==> src/logic/vts_pkg.sv <==
// Constants shared by the velocity threshold mode switch and its comparator
`default_nettype none
package vts_pkg;
	// Register indices; byte address is four times the index
	localparam logic [7:0] IDX_STEP_PERIOD = 8'h49;
	localparam logic [7:0] IDX_LOWER_THR   = 8'h4B;
	localparam logic [7:0] IDX_HIGH_THR    = 8'h4C;
	localparam logic [7:0] IDX_ACT_POS     = 8'h4D;
	localparam logic [7:0] IDX_MODE_CFG    = 8'h60;
	localparam logic [7:0] IDX_MODE_STAT   = 8'h61;
	localparam logic [7:0] IDX_IRQ_STAT    = 8'h62;
	localparam logic [7:0] IDX_IRQ_MASK    = 8'h63;

	// Reset values
	localparam logic [19:0] RST_THR      = 20'h00000;
	localparam logic [31:0] RST_POS      = 32'h00000000;
	localparam logic [19:0] RST_PERIOD   = 20'h00000;
	localparam logic [12:0] RST_CFG      = 13'h0000;
	localparam logic [2:0]  RST_IRQ      = 3'h0;

	// Mode configuration field positions
	localparam int CFG_LOAD_CUR_EN   = 0;
	localparam int CFG_STALL_STOP_EN = 1;
	localparam int CFG_DIAG_STALL_EN = 2;
	localparam int CFG_VPWM_EN       = 3;
	localparam int CFG_HS_CHOP_SW    = 4;
	localparam int CFG_HS_FULLSTEP   = 5;
	localparam int CFG_SMALL_HYST    = 6;
	localparam int CFG_POS_MODE      = 7;
	localparam int CFG_CHOP_MODE     = 8;
	localparam int CFG_FD_LSB        = 9;
	localparam int CFG_W             = 13;

	// Interrupt status bit positions
	localparam int IRQ_LOWER_CROSS = 0;
	localparam int IRQ_HIGH_CROSS  = 1;
	localparam int IRQ_STANDSTILL  = 2;
	localparam int IRQ_W           = 3;

	// Forced chopper setting at high speed
	localparam logic       HS_CHOP_MODE = 1'b1;
	localparam logic [3:0] HS_FD_TIME   = 4'h0;

	// Stall blanking: microsteps per electrical period, periods blanked
	localparam int USTEPS_PER_EPERIOD = 1024;
	localparam int BLANK_EPERIODS     = 2;

	// Hysteresis shifts: 1/16 normally, 1/32 when small
	localparam int HYST_SHIFT       = 4;
	localparam int HYST_SHIFT_SMALL = 5;

	// AXI responses
	localparam logic [1:0] RESP_OKAY   = 2'b00;
	localparam logic [1:0] RESP_SLVERR = 2'b10;
endpackage
`default_nettype wire

==> src/logic/vts_hyst_cmp.sv <==
// Step period threshold comparator with hysteresis
`timescale 1ns/1ps
`default_nettype none
module vts_hyst_cmp
	import vts_pkg::*;
#(
	parameter int W = 20
) (
	input  wire logic         aclk,
	input  wire logic         aresetn,
	input  wire logic         ce,
	input  wire logic [W-1:0] period,
	input  wire logic [W-1:0] threshold,
	input  wire logic         small_hyst,
	output logic              fast
);
	initial begin
		if (W < 8) $error("vts_hyst_cmp: W too small");
	end

	logic [W-1:0] shifted;
	logic [W:0]   second;
	logic         enter;
	logic         leave;
	logic         fast_r;
	logic         fast_nxt;

	// Second compare value T - T/16 - 1 (T - T/32 - 1 when small_hyst); negative means never enter
	assign shifted  = small_hyst ? (threshold >> HYST_SHIFT_SMALL) : (threshold >> HYST_SHIFT);
	assign second   = {1'b0, threshold} - {1'b0, shifted} - {{W{1'b0}}, 1'b1};
	assign enter    = !second[W] && (period <= second[W-1:0]);
	assign leave    = period > threshold;
	assign fast_nxt = fast_r ? !leave : enter;
	assign fast     = fast_r;

	// State held between measurements gives the hysteresis band
	always_ff @(posedge aclk) begin
		if (!aresetn) begin
			fast_r <= 1'b0;
		end else if (ce) begin
			fast_r <= fast_nxt;
		end
	end
endmodule
`default_nettype wire

==> src/logic/vts_mode_switch.sv <==
// Velocity threshold mode switch, actual position and register slave
`timescale 1ns/1ps
`default_nettype none
// What this block does
// Hold 20-bit lower speed period threshold
// Load-adaptive current between both thresholds
// Arm stop-on-stall below lower threshold
// Stall to diagnostic outputs below lower
// Blank stall detection after high crossing
// High speed disables load-adaptive current
// High speed disables voltage PWM chopper
// High speed forces constant off time
// High speed full step when enabled
// Signed 32-bit actual position, read/write
// Position write starts motion in positioning
// Software changes position only while homing; code accepts writes at any time
// Features off again below lower speed
// Measure step period, saturate at all-ones
// Hysteresis 1/16 or 1/32 of threshold
// Unsigned compares, update within one clock
module vts_mode_switch
	import vts_pkg::*;
#(
	parameter int ADDR_W       = 12,
	parameter int STEP_W       = 20,
	parameter int BLANK_USTEPS = BLANK_EPERIODS * USTEPS_PER_EPERIOD
) (
	input  wire logic              aclk,
	input  wire logic              aresetn,
	input  wire logic              ce,
	// AXI4-Lite slave
	input  wire logic [ADDR_W-1:0] s_axi_awaddr,
	input  wire logic              s_axi_awvalid,
	output logic                   s_axi_awready,
	input  wire logic [31:0]       s_axi_wdata,
	input  wire logic [3:0]        s_axi_wstrb,
	input  wire logic              s_axi_wvalid,
	output logic                   s_axi_wready,
	output logic [1:0]             s_axi_bresp,
	output logic                   s_axi_bvalid,
	input  wire logic              s_axi_bready,
	input  wire logic [ADDR_W-1:0] s_axi_araddr,
	input  wire logic              s_axi_arvalid,
	output logic                   s_axi_arready,
	output logic [31:0]            s_axi_rdata,
	output logic [1:0]             s_axi_rresp,
	output logic                   s_axi_rvalid,
	input  wire logic              s_axi_rready,
	// Microstep pulses from the ramp generator, same clock
	input  wire logic              microstep_pulse,
	input  wire logic              microstep_dir,
	// Mode outputs to chopper, stall detector and motion controller
	output logic                   load_current_enable,
	output logic                   stop_on_stall_enable,
	output logic                   diagnostic_outputs_stall,
	output logic                   stall_detect_enable,
	output logic                   voltage_pwm_enable,
	output logic                   chopper_mode,
	output logic [3:0]             fast_decay_time,
	output logic                   full_step_mode,
	output logic                   motion_start,
	output logic                   irq
);
	initial begin
		if (STEP_W != 20) $error("vts_mode_switch: STEP_W must be 20");
		if (ADDR_W < 10) $error("vts_mode_switch: ADDR_W must be at least 10");
		if (BLANK_USTEPS < 1 || BLANK_USTEPS > 65535) $error("vts_mode_switch: bad BLANK_USTEPS");
	end

	localparam logic [STEP_W-1:0] PERIOD_MAX = {STEP_W{1'b1}};
	localparam logic [15:0]       BLANK_LOAD = 16'(BLANK_USTEPS);

	// ********************************************************
	// Byte strobe merge
	// ********************************************************
	function automatic logic [31:0] merge(input logic [31:0] old, input logic [31:0] nw,
		input logic [3:0] strb);
		logic [31:0] res;
		res = old;
		for (int i = 0; i < 4; i++) begin
			if (strb[i]) begin
				res[i*8 +: 8] = nw[i*8 +: 8];
			end
		end
		return res;
	endfunction

	// ********************************************************
	// AXI4-Lite write and read channels
	// ********************************************************
	logic              aw_held_r;
	logic              w_held_r;
	logic [7:0]        aw_idx_r;
	logic [31:0]       w_data_r;
	logic [3:0]        w_strb_r;
	logic              bvalid_r;
	logic [1:0]        bresp_r;
	logic              rvalid_r;
	logic [31:0]       rdata_r;
	logic [1:0]        rresp_r;
	logic              aw_take;
	logic              w_take;
	logic              wr_do;
	logic              ar_take;
	logic [7:0]        ar_idx;

	// Readies gated by ce so a frozen block takes nothing
	assign s_axi_awready = ce && !aw_held_r && !bvalid_r;
	assign s_axi_wready  = ce && !w_held_r && !bvalid_r;
	assign s_axi_arready = ce && !rvalid_r;
	assign aw_take       = s_axi_awvalid && s_axi_awready;
	assign w_take        = s_axi_wvalid && s_axi_wready;
	assign wr_do         = ce && aw_held_r && w_held_r && !bvalid_r;
	assign ar_take       = s_axi_arvalid && s_axi_arready;
	assign ar_idx        = s_axi_araddr[9:2];
	assign s_axi_bvalid  = bvalid_r;
	assign s_axi_bresp   = bresp_r;
	assign s_axi_rvalid  = rvalid_r;
	assign s_axi_rdata   = rdata_r;
	assign s_axi_rresp   = rresp_r;

	// Write target decode
	logic wr_lower;
	logic wr_high;
	logic wr_pos;
	logic wr_cfg;
	logic wr_istat;
	logic wr_imask;
	logic wr_hit;
	assign wr_lower = wr_do && (aw_idx_r == IDX_LOWER_THR);
	assign wr_high  = wr_do && (aw_idx_r == IDX_HIGH_THR);
	assign wr_pos   = wr_do && (aw_idx_r == IDX_ACT_POS);
	assign wr_cfg   = wr_do && (aw_idx_r == IDX_MODE_CFG);
	assign wr_istat = wr_do && (aw_idx_r == IDX_IRQ_STAT);
	assign wr_imask = wr_do && (aw_idx_r == IDX_IRQ_MASK);
	assign wr_hit   = wr_lower || wr_high || wr_pos || wr_cfg || wr_istat || wr_imask;

	// Address and data latch independently, in either order
	always_ff @(posedge aclk) begin
		if (!aresetn) begin
			aw_held_r <= 1'b0;
			w_held_r  <= 1'b0;
			aw_idx_r  <= 8'h00;
			w_data_r  <= 32'h00000000;
			w_strb_r  <= 4'h0;
		end else if (ce) begin
			if (aw_take) begin
				aw_held_r <= 1'b1;
				aw_idx_r  <= s_axi_awaddr[9:2];
			end else if (wr_do) begin
				aw_held_r <= 1'b0;
			end
			if (w_take) begin
				w_held_r <= 1'b1;
				w_data_r <= s_axi_wdata;
				w_strb_r <= s_axi_wstrb;
			end else if (wr_do) begin
				w_held_r <= 1'b0;
			end
		end
	end

	// Write response; unmapped and read-only targets answer SLVERR
	always_ff @(posedge aclk) begin
		if (!aresetn) begin
			bvalid_r <= 1'b0;
			bresp_r  <= RESP_OKAY;
		end else if (ce) begin
			if (wr_do) begin
				bvalid_r <= 1'b1;
				bresp_r  <= wr_hit ? RESP_OKAY : RESP_SLVERR;
			end else if (s_axi_bready) begin
				bvalid_r <= 1'b0;
			end
		end
	end

	// ********************************************************
	// Registers
	// ********************************************************
	logic [STEP_W-1:0]  lower_thr_r;
	logic [STEP_W-1:0]  high_thr_r;
	logic [31:0]        act_pos_r;
	logic [CFG_W-1:0]   cfg_r;
	logic [IRQ_W-1:0]   irq_stat_r;
	logic [IRQ_W-1:0]   irq_mask_r;
	logic [IRQ_W-1:0]   irq_event;
	logic [31:0]        pos_merged;
	logic [31:0]        cfg_merged;
	logic [31:0]        mask_merged;
	logic [31:0]        lower_merged;
	logic [31:0]        high_merged;

	assign lower_merged = merge({12'h000, lower_thr_r}, w_data_r, w_strb_r);
	assign high_merged  = merge({12'h000, high_thr_r}, w_data_r, w_strb_r);
	assign pos_merged   = merge(act_pos_r, w_data_r, w_strb_r);
	assign cfg_merged   = merge({19'h00000, cfg_r}, w_data_r, w_strb_r);
	assign mask_merged  = merge({29'h00000000, irq_mask_r}, w_data_r, w_strb_r);

	// Thresholds and configuration; upper bits are not stored
	always_ff @(posedge aclk) begin
		if (!aresetn) begin
			lower_thr_r <= RST_THR;
			high_thr_r  <= RST_THR;
			cfg_r       <= RST_CFG;
			irq_mask_r  <= RST_IRQ;
		end else if (ce) begin
			if (wr_lower) lower_thr_r <= lower_merged[STEP_W-1:0];
			if (wr_high) high_thr_r <= high_merged[STEP_W-1:0];
			if (wr_cfg) cfg_r <= cfg_merged[CFG_W-1:0];
			if (wr_imask) irq_mask_r <= mask_merged[IRQ_W-1:0];
		end
	end

	// Software overwrite wins over a microstep in the same cycle
	always_ff @(posedge aclk) begin
		if (!aresetn) begin
			act_pos_r <= RST_POS;
		end else if (ce) begin
			if (wr_pos) begin
				act_pos_r <= pos_merged;
			end else if (microstep_pulse) begin
				act_pos_r <= microstep_dir ? act_pos_r - 32'h00000001 : act_pos_r + 32'h00000001;
			end
		end
	end

	// Start pulse only in positioning mode
	always_ff @(posedge aclk) begin
		if (!aresetn) begin
			motion_start <= 1'b0;
		end else if (ce) begin
			motion_start <= wr_pos && cfg_r[CFG_POS_MODE];
		end
	end

	// ********************************************************
	// Step period measurement
	// ********************************************************
	logic [STEP_W-1:0] gap_cnt_r;
	logic [STEP_W-1:0] period_r;
	logic              gap_sat;
	assign gap_sat = (gap_cnt_r == PERIOD_MAX);

	// Count cycles between microsteps; standstill reads all-ones
	always_ff @(posedge aclk) begin
		if (!aresetn) begin
			gap_cnt_r <= RST_PERIOD;
			period_r  <= RST_PERIOD;
		end else if (ce) begin
			if (microstep_pulse) begin
				gap_cnt_r <= RST_PERIOD;
				period_r  <= gap_sat ? PERIOD_MAX : gap_cnt_r + 20'h00001;
			end else if (!gap_sat) begin
				gap_cnt_r <= gap_cnt_r + 20'h00001;
				if (gap_cnt_r == PERIOD_MAX - 20'h00001) period_r <= PERIOD_MAX;
			end
		end
	end

	// ********************************************************
	// Threshold comparisons
	// ********************************************************
	logic lower_fast;
	logic high_fast;
	logic high_prev_r;
	logic lower_prev_r;
	logic [15:0] blank_cnt_r;
	logic blanking;

	vts_hyst_cmp #(.W(STEP_W)) u_lower_cmp (
		.aclk       (aclk),
		.aresetn    (aresetn),
		.ce         (ce),
		.period     (period_r),
		.threshold  (lower_thr_r),
		.small_hyst (cfg_r[CFG_SMALL_HYST]),
		.fast       (lower_fast)
	);

	vts_hyst_cmp #(.W(STEP_W)) u_high_cmp (
		.aclk       (aclk),
		.aresetn    (aresetn),
		.ce         (ce),
		.period     (period_r),
		.threshold  (high_thr_r),
		.small_hyst (cfg_r[CFG_SMALL_HYST]),
		.fast       (high_fast)
	);

	// Any high-threshold crossing reloads the blanking count of microsteps
	always_ff @(posedge aclk) begin
		if (!aresetn) begin
			high_prev_r  <= 1'b0;
			lower_prev_r <= 1'b0;
			blank_cnt_r  <= 16'h0000;
		end else if (ce) begin
			high_prev_r  <= high_fast;
			lower_prev_r <= lower_fast;
			if (high_fast != high_prev_r) begin
				blank_cnt_r <= BLANK_LOAD;
			end else if (microstep_pulse && blanking) begin
				blank_cnt_r <= blank_cnt_r - 16'h0001;
			end
		end
	end
	assign blanking = (blank_cnt_r != 16'h0000);

	// Mode outputs are gates of flops, so they follow the comparators
	assign load_current_enable      = cfg_r[CFG_LOAD_CUR_EN] && lower_fast && !high_fast;
	assign stop_on_stall_enable     = cfg_r[CFG_STALL_STOP_EN] && lower_fast;
	assign diagnostic_outputs_stall = cfg_r[CFG_DIAG_STALL_EN] && lower_fast && !blanking;
	assign stall_detect_enable      = !blanking;
	assign voltage_pwm_enable       = cfg_r[CFG_VPWM_EN] && !high_fast;
	assign chopper_mode             = (high_fast && cfg_r[CFG_HS_CHOP_SW]) ? HS_CHOP_MODE : cfg_r[CFG_CHOP_MODE];
	assign fast_decay_time          = (high_fast && cfg_r[CFG_HS_CHOP_SW]) ? HS_FD_TIME : cfg_r[CFG_FD_LSB +: 4];
	assign full_step_mode           = high_fast && cfg_r[CFG_HS_FULLSTEP];

	// ********************************************************
	// Interrupts
	// ********************************************************
	assign irq_event[IRQ_LOWER_CROSS] = lower_fast != lower_prev_r;
	assign irq_event[IRQ_HIGH_CROSS]  = high_fast != high_prev_r;
	assign irq_event[IRQ_STANDSTILL]  = !microstep_pulse && (gap_cnt_r == PERIOD_MAX - 20'h00001);

	// Set wins over a write-one clear in the same cycle
	always_ff @(posedge aclk) begin
		if (!aresetn) begin
			irq_stat_r <= RST_IRQ;
		end else if (ce) begin
			irq_stat_r <= (irq_stat_r & ~({IRQ_W{wr_istat}} & w_data_r[IRQ_W-1:0])) | irq_event;
		end
	end
	assign irq = |(irq_stat_r & irq_mask_r);

	// ********************************************************
	// Read path
	// ********************************************************
	logic [31:0] rd_mux;
	logic        rd_hit;
	logic [31:0] stat_word;
	assign stat_word = {24'h000000, full_step_mode, voltage_pwm_enable, load_current_enable,
		stall_detect_enable, blanking, high_fast, lower_fast, motion_start};
	assign rd_hit = (ar_idx == IDX_STEP_PERIOD) || (ar_idx == IDX_LOWER_THR) ||
		(ar_idx == IDX_HIGH_THR) || (ar_idx == IDX_ACT_POS) || (ar_idx == IDX_MODE_CFG) ||
		(ar_idx == IDX_MODE_STAT) || (ar_idx == IDX_IRQ_STAT) || (ar_idx == IDX_IRQ_MASK);
	assign rd_mux =
		(ar_idx == IDX_STEP_PERIOD) ? {12'h000, period_r} :
		(ar_idx == IDX_LOWER_THR)   ? {12'h000, lower_thr_r} :
		(ar_idx == IDX_HIGH_THR)    ? {12'h000, high_thr_r} :
		(ar_idx == IDX_ACT_POS)     ? act_pos_r :
		(ar_idx == IDX_MODE_CFG)    ? {19'h00000, cfg_r} :
		(ar_idx == IDX_MODE_STAT)   ? stat_word :
		(ar_idx == IDX_IRQ_STAT)    ? {29'h00000000, irq_stat_r} :
		(ar_idx == IDX_IRQ_MASK)    ? {29'h00000000, irq_mask_r} : 32'h00000000;

	// Read data registered; held until rready
	always_ff @(posedge aclk) begin
		if (!aresetn) begin
			rvalid_r <= 1'b0;
			rdata_r  <= 32'h00000000;
			rresp_r  <= RESP_OKAY;
		end else if (ce) begin
			if (ar_take) begin
				rvalid_r <= 1'b1;
				rdata_r  <= rd_mux;
				rresp_r  <= rd_hit ? RESP_OKAY : RESP_SLVERR;
			end else if (s_axi_rready) begin
				rvalid_r <= 1'b0;
			end
		end
	end
endmodule
`default_nettype wire

==> config.mk <==
export PLATFORM = sky130hd
export DESIGN_NAME = vts_mode_switch
export DESIGN_NICKNAME = d
export VERILOG_FILES = /design/src/logic/vts_pkg.sv /design/src/logic/vts_hyst_cmp.sv /design/src/logic/vts_mode_switch.sv
export SDC_FILE = /design/constraint.sdc
export NUM_CORES = 1
export LEC_CHECK = 0
export ABC_AREA = 1
export BUFFER_PORTS_ARGS = -buffer_cell sky130_fd_sc_hd__buf_2
export CAP_MARGIN = 20
export CORE_MARGIN = 2
export CORE_UTILIZATION = 60
export DETAILED_ROUTE_END_ITERATION = 7
export GPL_ROUTABILITY_DRIVEN = 0
export GPL_TIMING_DRIVEN = 0
export PLACE_DENSITY = 0.92
export SLEW_MARGIN = 40
export SYNTH_ARGS = -nofsm -noshare
export SYNTH_HDL_FRONTEND = slang
export SYNTH_SLANG_ARGS = --single-unit
==> constraint.sdc <==
create_clock -name aclk -period 4.9 [get_ports aclk]
set_input_delay 0.49 -clock aclk [delete_from_list [all_inputs] [get_ports aclk]]
set_output_delay 0.49 -clock aclk [all_outputs]
set_load 0.02 [all_outputs]
# Yosys cells after proc, flatten, opt, wreduce, memory -nomap -nowiden

Index checks and enable logic that the tools add are counted.

Add/sub/neg operators: 8
Multiply operators: 0
Divide/modulo/power cells: 0
Order comparisons: 4
Equality and inequality tests: 23
Shift-type cells: 0
Muxes and demuxes: 38
Bitwise gates (word level): 5
Reductions and logical operators: 86

Operators with widths:

| kind                                                 | count |
|---|---|
| 2-to-1 mux 32 bit                                    | 7 |
| 2-to-1 mux 20 bit                                    | 6 |
| equality test 8 x 7 -> 1 bit (second input constant) | 14 |
| 2-to-1 mux 16 bit                                    | 4 |
| AND reduction 3 bit                                  | 14 |
| subtractor 20 x 20 -> 21 bit                         | 2 |
| subtractor 21 x 1 -> 21 bit (second input constant)  | 2 |
| equality test 20 bit (second input constant)         | 2 |
| greater-than comparator 20 bit                       | 2 |
| less-or-equal comparator 20 bit                      | 2 |
| 2-to-1 mux 8 bit                                     | 5 |
| adder 32 x 1 -> 32 bit (second input constant)       | 1 |
| subtractor 32 x 1 -> 32 bit (second input constant)  | 1 |
| logical AND 1 bit                                    | 30 |
| adder 20 x 1 -> 20 bit (second input constant)       | 1 |
| AND reduction 2 bit                                  | 10 |
| nonzero test 16 bit                                  | 1 |
| subtractor 16 x 1 -> 16 bit (second input constant)  | 1 |
| nonzero test 2 bit                                   | 7 |
| 2-to-1 mux 13 bit                                    | 1 |
| logical OR 1 bit                                     | 12 |
| zero test 1 bit                                      | 11 |
| 2-to-1 mux 1 bit                                     | 10 |
| inequality test 2 bit (second input constant)        | 5 |
| 8 further kinds                                      | 13 |

Register bits after elaboration: 236
Latch bits: 0
Bits in writable memories: 0
Memory bits (read-only): 0
Bits of input ports: 70
Output and inout bits: 54
Word-level logic and storage cells: 196
Memories: 0

# Depth between registers and ports, before layout

Depth in word-level cells: 10
Mapped depth: 26
Gate-level depth less buffers: 25

# Modules after synthesis

A second synthesis with hierarchy kept.

Cells, all modules: 2718
Area, all modules: 17244.0 µm²

By module, submodules not included:

| module                     | times used | cells each | area an instance (µm²) | sequential area each (µm²) |
|---|---|---|---|---|
| vts_mode_switch            | 1          | 1959       | 12704.7                | 4644.5 |
| vts_hyst_cmp (u_lower_cmp) | 1          | 381        | 2318.5                 | 20.0 |
| vts_hyst_cmp (u_high_cmp)  | 1          | 378        | 2220.9                 | 20.0 |

# Least setup slack after synthesis

OpenSTA, ideal clock, no wires.

Path kind: reg2reg
Start: register cfg_r[6]
End: register u_lower_cmp.fast_r (netlist: u_lower_cmp.fast)
Library setup time: 0.117 ns
Arrival: 3.399 ns
Data required time: 4.783 ns
Slack: 1.384 ns
Stages on the path, launching flop included: 26
Path buffers: 2
Period minus slack after synthesis: 3.516 ns
Cell sequence: dfxtp_1 clkbuf_1 clkbuf_1 o21ai_0 ha_1 fa_1 nand3_1 nand2_1 nand2_1 nand2_1 a21oi_1 o21ai_0 nand3_1 nand2_1 nand2_1 nand2_1 ha_1 nand2_1 nor2_1 nand2_1 nor3b_1 nand2_1 nand3_1 nand2_1 nand3_1 a21oi_1

Word-level cells in the longest chain between the ends: 6
Elaborated cells between the ends (all ways): 7
Those cells by class: 2 x add/sub; 1 x order compare; 2 x mux; 2 x reduce/logical

Ends and longest elaborated chain:

| what                                                                      | line                   | text |
|---|---|---|
| from (decl)                                                               | vts_mode_switch.sv:184 | `logic [CFG_W-1:0] cfg_r;` |
| from (signal assigned)                                                    | vts_mode_switch.sv:210 | `if (wr_cfg) cfg_r <= cfg_merged[CFG_W-1:0];` |
| 2-to-1 mux 16 bit *                                                       | vts_hyst_cmp.sv:29     | `assign shifted = small_hyst ? (threshold >> HYST_SHIFT_SMALL) : (threshold >> HYST_SHIFT);` |
| subtractor 20 x 20 -> 21 bit *                                            | vts_hyst_cmp.sv:30     | `assign second = {1'b0, threshold} - {1'b0, shifted} - {{W{1'b0}}, 1'b1};` |
| subtractor 21 x 1 -> 21 bit *                                             | vts_hyst_cmp.sv:30     |  |
| less-or-equal comparator 20 bit / zero test 1 bit (equally long branches) | vts_hyst_cmp.sv:31     | `assign enter = !second[W] && (period <= second[W-1:0]);` |
| logical AND 1 bit *                                                       | vts_hyst_cmp.sv:31     |  |
| 2-to-1 mux 1 bit *                                                        | vts_hyst_cmp.sv:33     | `assign fast_nxt = fast_r ? !leave : enter;` |
| to (signal assigned)                                                      | vts_hyst_cmp.sv:41     | `fast_r <= fast_nxt;` |
| to (decl)                                                                 | vts_hyst_cmp.sv:25     | `logic fast_r;` |

Mark *: on every way between the ends. The rest lies on a longest branch, timed or not.
A chain may end at the register's enable or synchronous reset.

# Final worst setup path

Start: register cfg_r[6]
End: register u_high_cmp.fast_r (netlist: u_high_cmp.fast)

Word-level cells in the longest chain between the ends: 6
Elaborated cells between the ends (all ways): 7
Those cells by class: 2 x add/sub; 1 x order compare; 2 x mux; 2 x reduce/logical

Ends and longest elaborated chain:

| what                                                                      | line |
|---|---|
| 2-to-1 mux 16 bit *                                                       | vts_hyst_cmp.sv:29 |
| subtractor 20 x 20 -> 21 bit *                                            | vts_hyst_cmp.sv:30 |
| subtractor 21 x 1 -> 21 bit *                                             | vts_hyst_cmp.sv:30 |
| less-or-equal comparator 20 bit / zero test 1 bit (equally long branches) | vts_hyst_cmp.sv:31 |
| logical AND 1 bit *                                                       | vts_hyst_cmp.sv:31 |
| 2-to-1 mux 1 bit *                                                        | vts_hyst_cmp.sv:33 |
| to (signal assigned)                                                      | vts_hyst_cmp.sv:41 |
| to (decl)                                                                 | vts_hyst_cmp.sv:25 |

Marks and branches as above.

==> results.sh <==
export IMPL_initial_core_util_pct=61.3
export IMPL_die_height_um=170
export IMPL_syn_to_final_growth_pct=11.1
export IMPL_firstDrtPassIters=8
export IMPL_numCtsBuffers=23
export IMPL_yosysSeqAreaShare_pct=28.3
export IMPL_first_global_vias=17687
export IMPL_leakagePower_nw=9.02
export IMPL_status="complete, but fails checks"
export IMPL_cp_max_fo=10
export IMPL_syn_area_um2=16600
export IMPL_avgRoutedWirePerCell_um=18.9
export IMPL_fin_crit_sh_pct=92.3
export IMPL_peakVddDrop_mv=0.367
export IMPL_avgViaCountPerCell=6.14
export IMPL_antenna_left=0
export IMPL_die_area_um2=29000
export IMPL_p_per_area_nw_per_um2=306
export IMPL_cap_violations=0
export IMPL_critical_path_class="flop to flop"
export IMPL_rsz0062_at_grt="no"
export IMPL_worst_pin_slew_ps=1020
export IMPL_yosys_warnings=0
export IMPL_grt_pass1_wl_um=89900
export IMPL_routed_wl_um=57800
export IMPL_worst_setup_path_start_kind="flop"
export IMPL_cts_max_level=1
export IMPL_slew_viol_final=0
export IMPL_holdCritPathClass="input pin to flop"
export IMPL_endpoint_kind="flop"
export IMPL_crit_slowest_cell="o21ai_0"
export IMPL_track_usage_pct=39.0
export IMPL_hold_viol_final=0
export IMPL_core_um2=27000
export IMPL_synth_top_cells_by_area="dfxtp_1 28%, nand2_1 14%, ha_1 11%, a21oi_1 8.9%, inv_1 7.0%"
export IMPL_cts_tree="done"
export IMPL_drt_iter0_drc=2687
export IMPL_yosysTopAreaCell="dfxtp_1"
export IMPL_finalNetCount=2922
export IMPL_setup_ws_ps=375
export IMPL_cp_common_cell="nand2_1"
export IMPL_cts_max_path_buffers=3
export IMPL_vias=18815
export IMPL_r2r_setup_slack_ps=380
export IMPL_crit_path_cell_trace="clkbuf_1 > clkbuf_1 > o21ai_0 > ha_1 > nand3_1 > nand3_1 > a21oi_1 > o21ai_0 > nand3_1 > nand2_1 > nand2_1 > nand3_1 > nand2_1 > ha_1 > nand2_1 > nor2_1 > nand2_1 > nor3b_1 > nand4_1 > nand2_1 > nand3_1 > a21oi_1"
export IMPL_violations="design-rule violations"
export IMPL_pwr_share_clk_pct=34.7
export IMPL_syn_mean_instance_area_um2=6.46
export IMPL_cts_sinks=234
export IMPL_antenna_found_initial=2
export IMPL_setup_viol=0
export IMPL_nFillCells=2177
export IMPL_power_frac_comb_pct=26.6
export IMPL_netlist_instances=2564
export IMPL_synth_edf_count=0
export IMPL_dp_slack_ps=471
export IMPL_fin_util_pct=68.1
export IMPL_dieWidth_um=170
export IMPL_synth_cell_types=52
export IMPL_fin_crit_ps=4520
export IMPL_fin_skew_ps=18.2
export IMPL_ys_ff_latch=234
export IMPL_placementRows=60
export IMPL_yosys_area_top_type_share_pct=28.3
export IMPL_drcViolationCount=12
export IMPL_layout_drive_gt1_share_pct=8.01
export IMPL_async_flop_share_pct=0
export IMPL_p_sw_share_pct=34.1
export IMPL_dp_hpwl_um=44600
export IMPL_clk_pin_slew_ps=60
export IMPL_cp_arrival_ps=4980
export IMPL_max_stage_delay_ps=470
export IMPL_slew_headroom_pct=31.5
export IMPL_cts_root_buf="clkbuf_16"
export IMPL_portBuffers=113
export IMPL_insertion_delay_ps=530
export IMPL_seq_power_share_pct=38.7
export IMPL_max_freq_mhz=221
export IMPL_grt_overflow_total=0
export IMPL_ios=124
export IMPL_cts_setup_buffers=0
export IMPL_switchingPower_mw=1.92
export IMPL_intPower_mw=3.71
export IMPL_grt_max_degree=33
export IMPL_setup_tns_ps=0
export IMPL_worstPathRequired_ps=5350
export IMPL_ys_flop_type="dfxtp_1"
==> state kept, by name, indices dropped and copies added (netlist names), 3 cells and up <==
signal       count
aw_idx_r         8
act_pos_r       32
irq_mask_r       3
high_thr_r      20
w_strb_r         4
blank_cnt_r     16
w_data_r        32
s_axi_rdata     32
lower_thr_r     20
gap_cnt_r       20
irq_stat_r       3
period_r        20
cfg_r           13
==> critical path, delay by kind of cell, from the launching register on <==
family	cells	cell delay (ps)
AO/OA/AOI/OAI	4	930
adder cells (fa/ha/maj)	2	690
buffers and inverters	2	720
flip-flops	1	300
AND/OR/NAND/NOR	14	1800
==> per-layer routing <==
layer / up-vias / global-route usage [%] / part of all wire [%] / wire length, um
li1: 8755 / - / - / -
met1: 8338 / 47.0 / 36 / 20700
met2: 1372 / 61.7 / 42 / 24500
met3: 348 / 8.60 / 13 / 7720
met4: 2 / 27.4 / 8.3 / 4800
met5: - / 0 / 0.019 / 11
==> cell usage after synthesis (3+ instances only) <==
master	count
nand2_1	615
inv_1	309
a21oi_1	296
nor2_1	260
dfxtp_1	234
o21ai_0	228
ha_1	145
nand3_1	124
clkbuf_1	54
xor2_1	39
nand4_1	31
nor3_1	28
a211oi_1	25
xnor2_1	24
buf_2	12
o21ai_1	11
or2_2	9
a21o_1	8
a221oi_1	8
inv_2	8
a31oi_1	7
nand3b_1	7
nor2_4	7
nor4_1	7
o21bai_1	7
nor2_2	6
buf_4	5
nand2_2	5
o211ai_1	4
o21a_1	4
and3_1	3
buf_6	3
fa_1	3
==> power by group through the flow <==
stage               sequential (mW)  clock [mW]  combinational, mW
finish                         2.18        1.95               1.50
global route                   2.19        2.01               1.67
CTS                            2.17        1.93               1.46
detailed placement             2.21           0               1.44
global placement               2.20           0               1.38
floorplan                      2.16           0               1.06
==> kinds of logic after synthesis <==
group | Yosys count | share of synthesized area (%)
compound gates | 607 | 19.4
xor+xnor | 63 | 3.33
fa+ha+maj | 148 | 11.3
buf+inv | 396 | 9.32
flops | 234 | 28.3
other cells | 1 | 0.0226
simple gates | 1115 | 28.3
==> what timing repair did <==
item	4_1_cts	5_1_grt
gates resized for setup	0	4
endpoints found under the setup margin	0	1
hold buffers	0	0
==> placed cells by master, fill, tap and decap left out, types with 4 or more instances in the layout <==
| master | instances |
|---|---|
| a221oi_1 | 8 |
| nor3_1 | 27 |
| ha_1 | 145 |
| o211ai_1 | 4 |
| xnor2_1 | 24 |
| or2_2 | 9 |
| nand4_1 | 31 |
| o21ai_1 | 11 |
| nor2_2 | 6 |
| buf_4 | 5 |
| nor2_4 | 7 |
| nand2_1 | 615 |
| a21o_1 | 8 |
| a31oi_1 | 7 |
| nor4_1 | 7 |
| bufinv_16 | 5 |
| nand3b_1 | 7 |
| o21bai_1 | 7 |
| clkinv_2 | 4 |
| o21a_1 | 4 |
| dfxtp_1 | 234 |
| clkbuf_16 | 23 |
| o21ai_0 | 228 |
| buf_2 | 126 |
| inv_2 | 8 |
| xor2_1 | 39 |
| buf_6 | 4 |
| inv_1 | 309 |
| nand3_1 | 124 |
| nand2_2 | 5 |
| nor2_1 | 260 |
| a21oi_1 | 296 |
| clkbuf_1 | 56 |
| a211oi_1 | 25 |
==> layout make-up <==
| cell class | instances | area [um^2] | share of cell area [%] |
|---|---|---|---|
| diodes | 1 | 2.50 | 0.0136 |
| flip-flops and latches | 234 | 4680 | 25.4 |
| clock buffers | 31 | 636 | 3.45 |
| clock inverters | 10 | 183 | 0.992 |
| repair buffers | 114 | 577 | 3.13 |
| well taps | 341 | 427 | 2.32 |
| multi-input cells | 1935 | 10400 | 56.2 |
| plain buffers | 76 | 347 | 1.88 |
| inverters | 320 | 1200 | 6.53 |
==> per-stage QoR <==
step,cell area [um^2],power [mW],hold WS (ps),std cells
floorplan,16600,3.22,430,2565
CTS,18400,5.55,216,3060
finish,18400,5.63,217,3062
detailed placement,17600,3.65,455,3019
global placement,17600,3.58,443,3019
global route,18400,5.87,230,3062
==> worst paths after layout <==
kind,startpoint,endpoint,cells after the start
max reg2reg,cfg_r[6],u_high_cmp.fast,22
max,cfg_r[6],u_high_cmp.fast,22
min reg2reg,w_data_r[23],w_data_r[23],2
min,s_axi_wdata[30],w_data_r[30],3
Power figures use the tool's default switching activity.
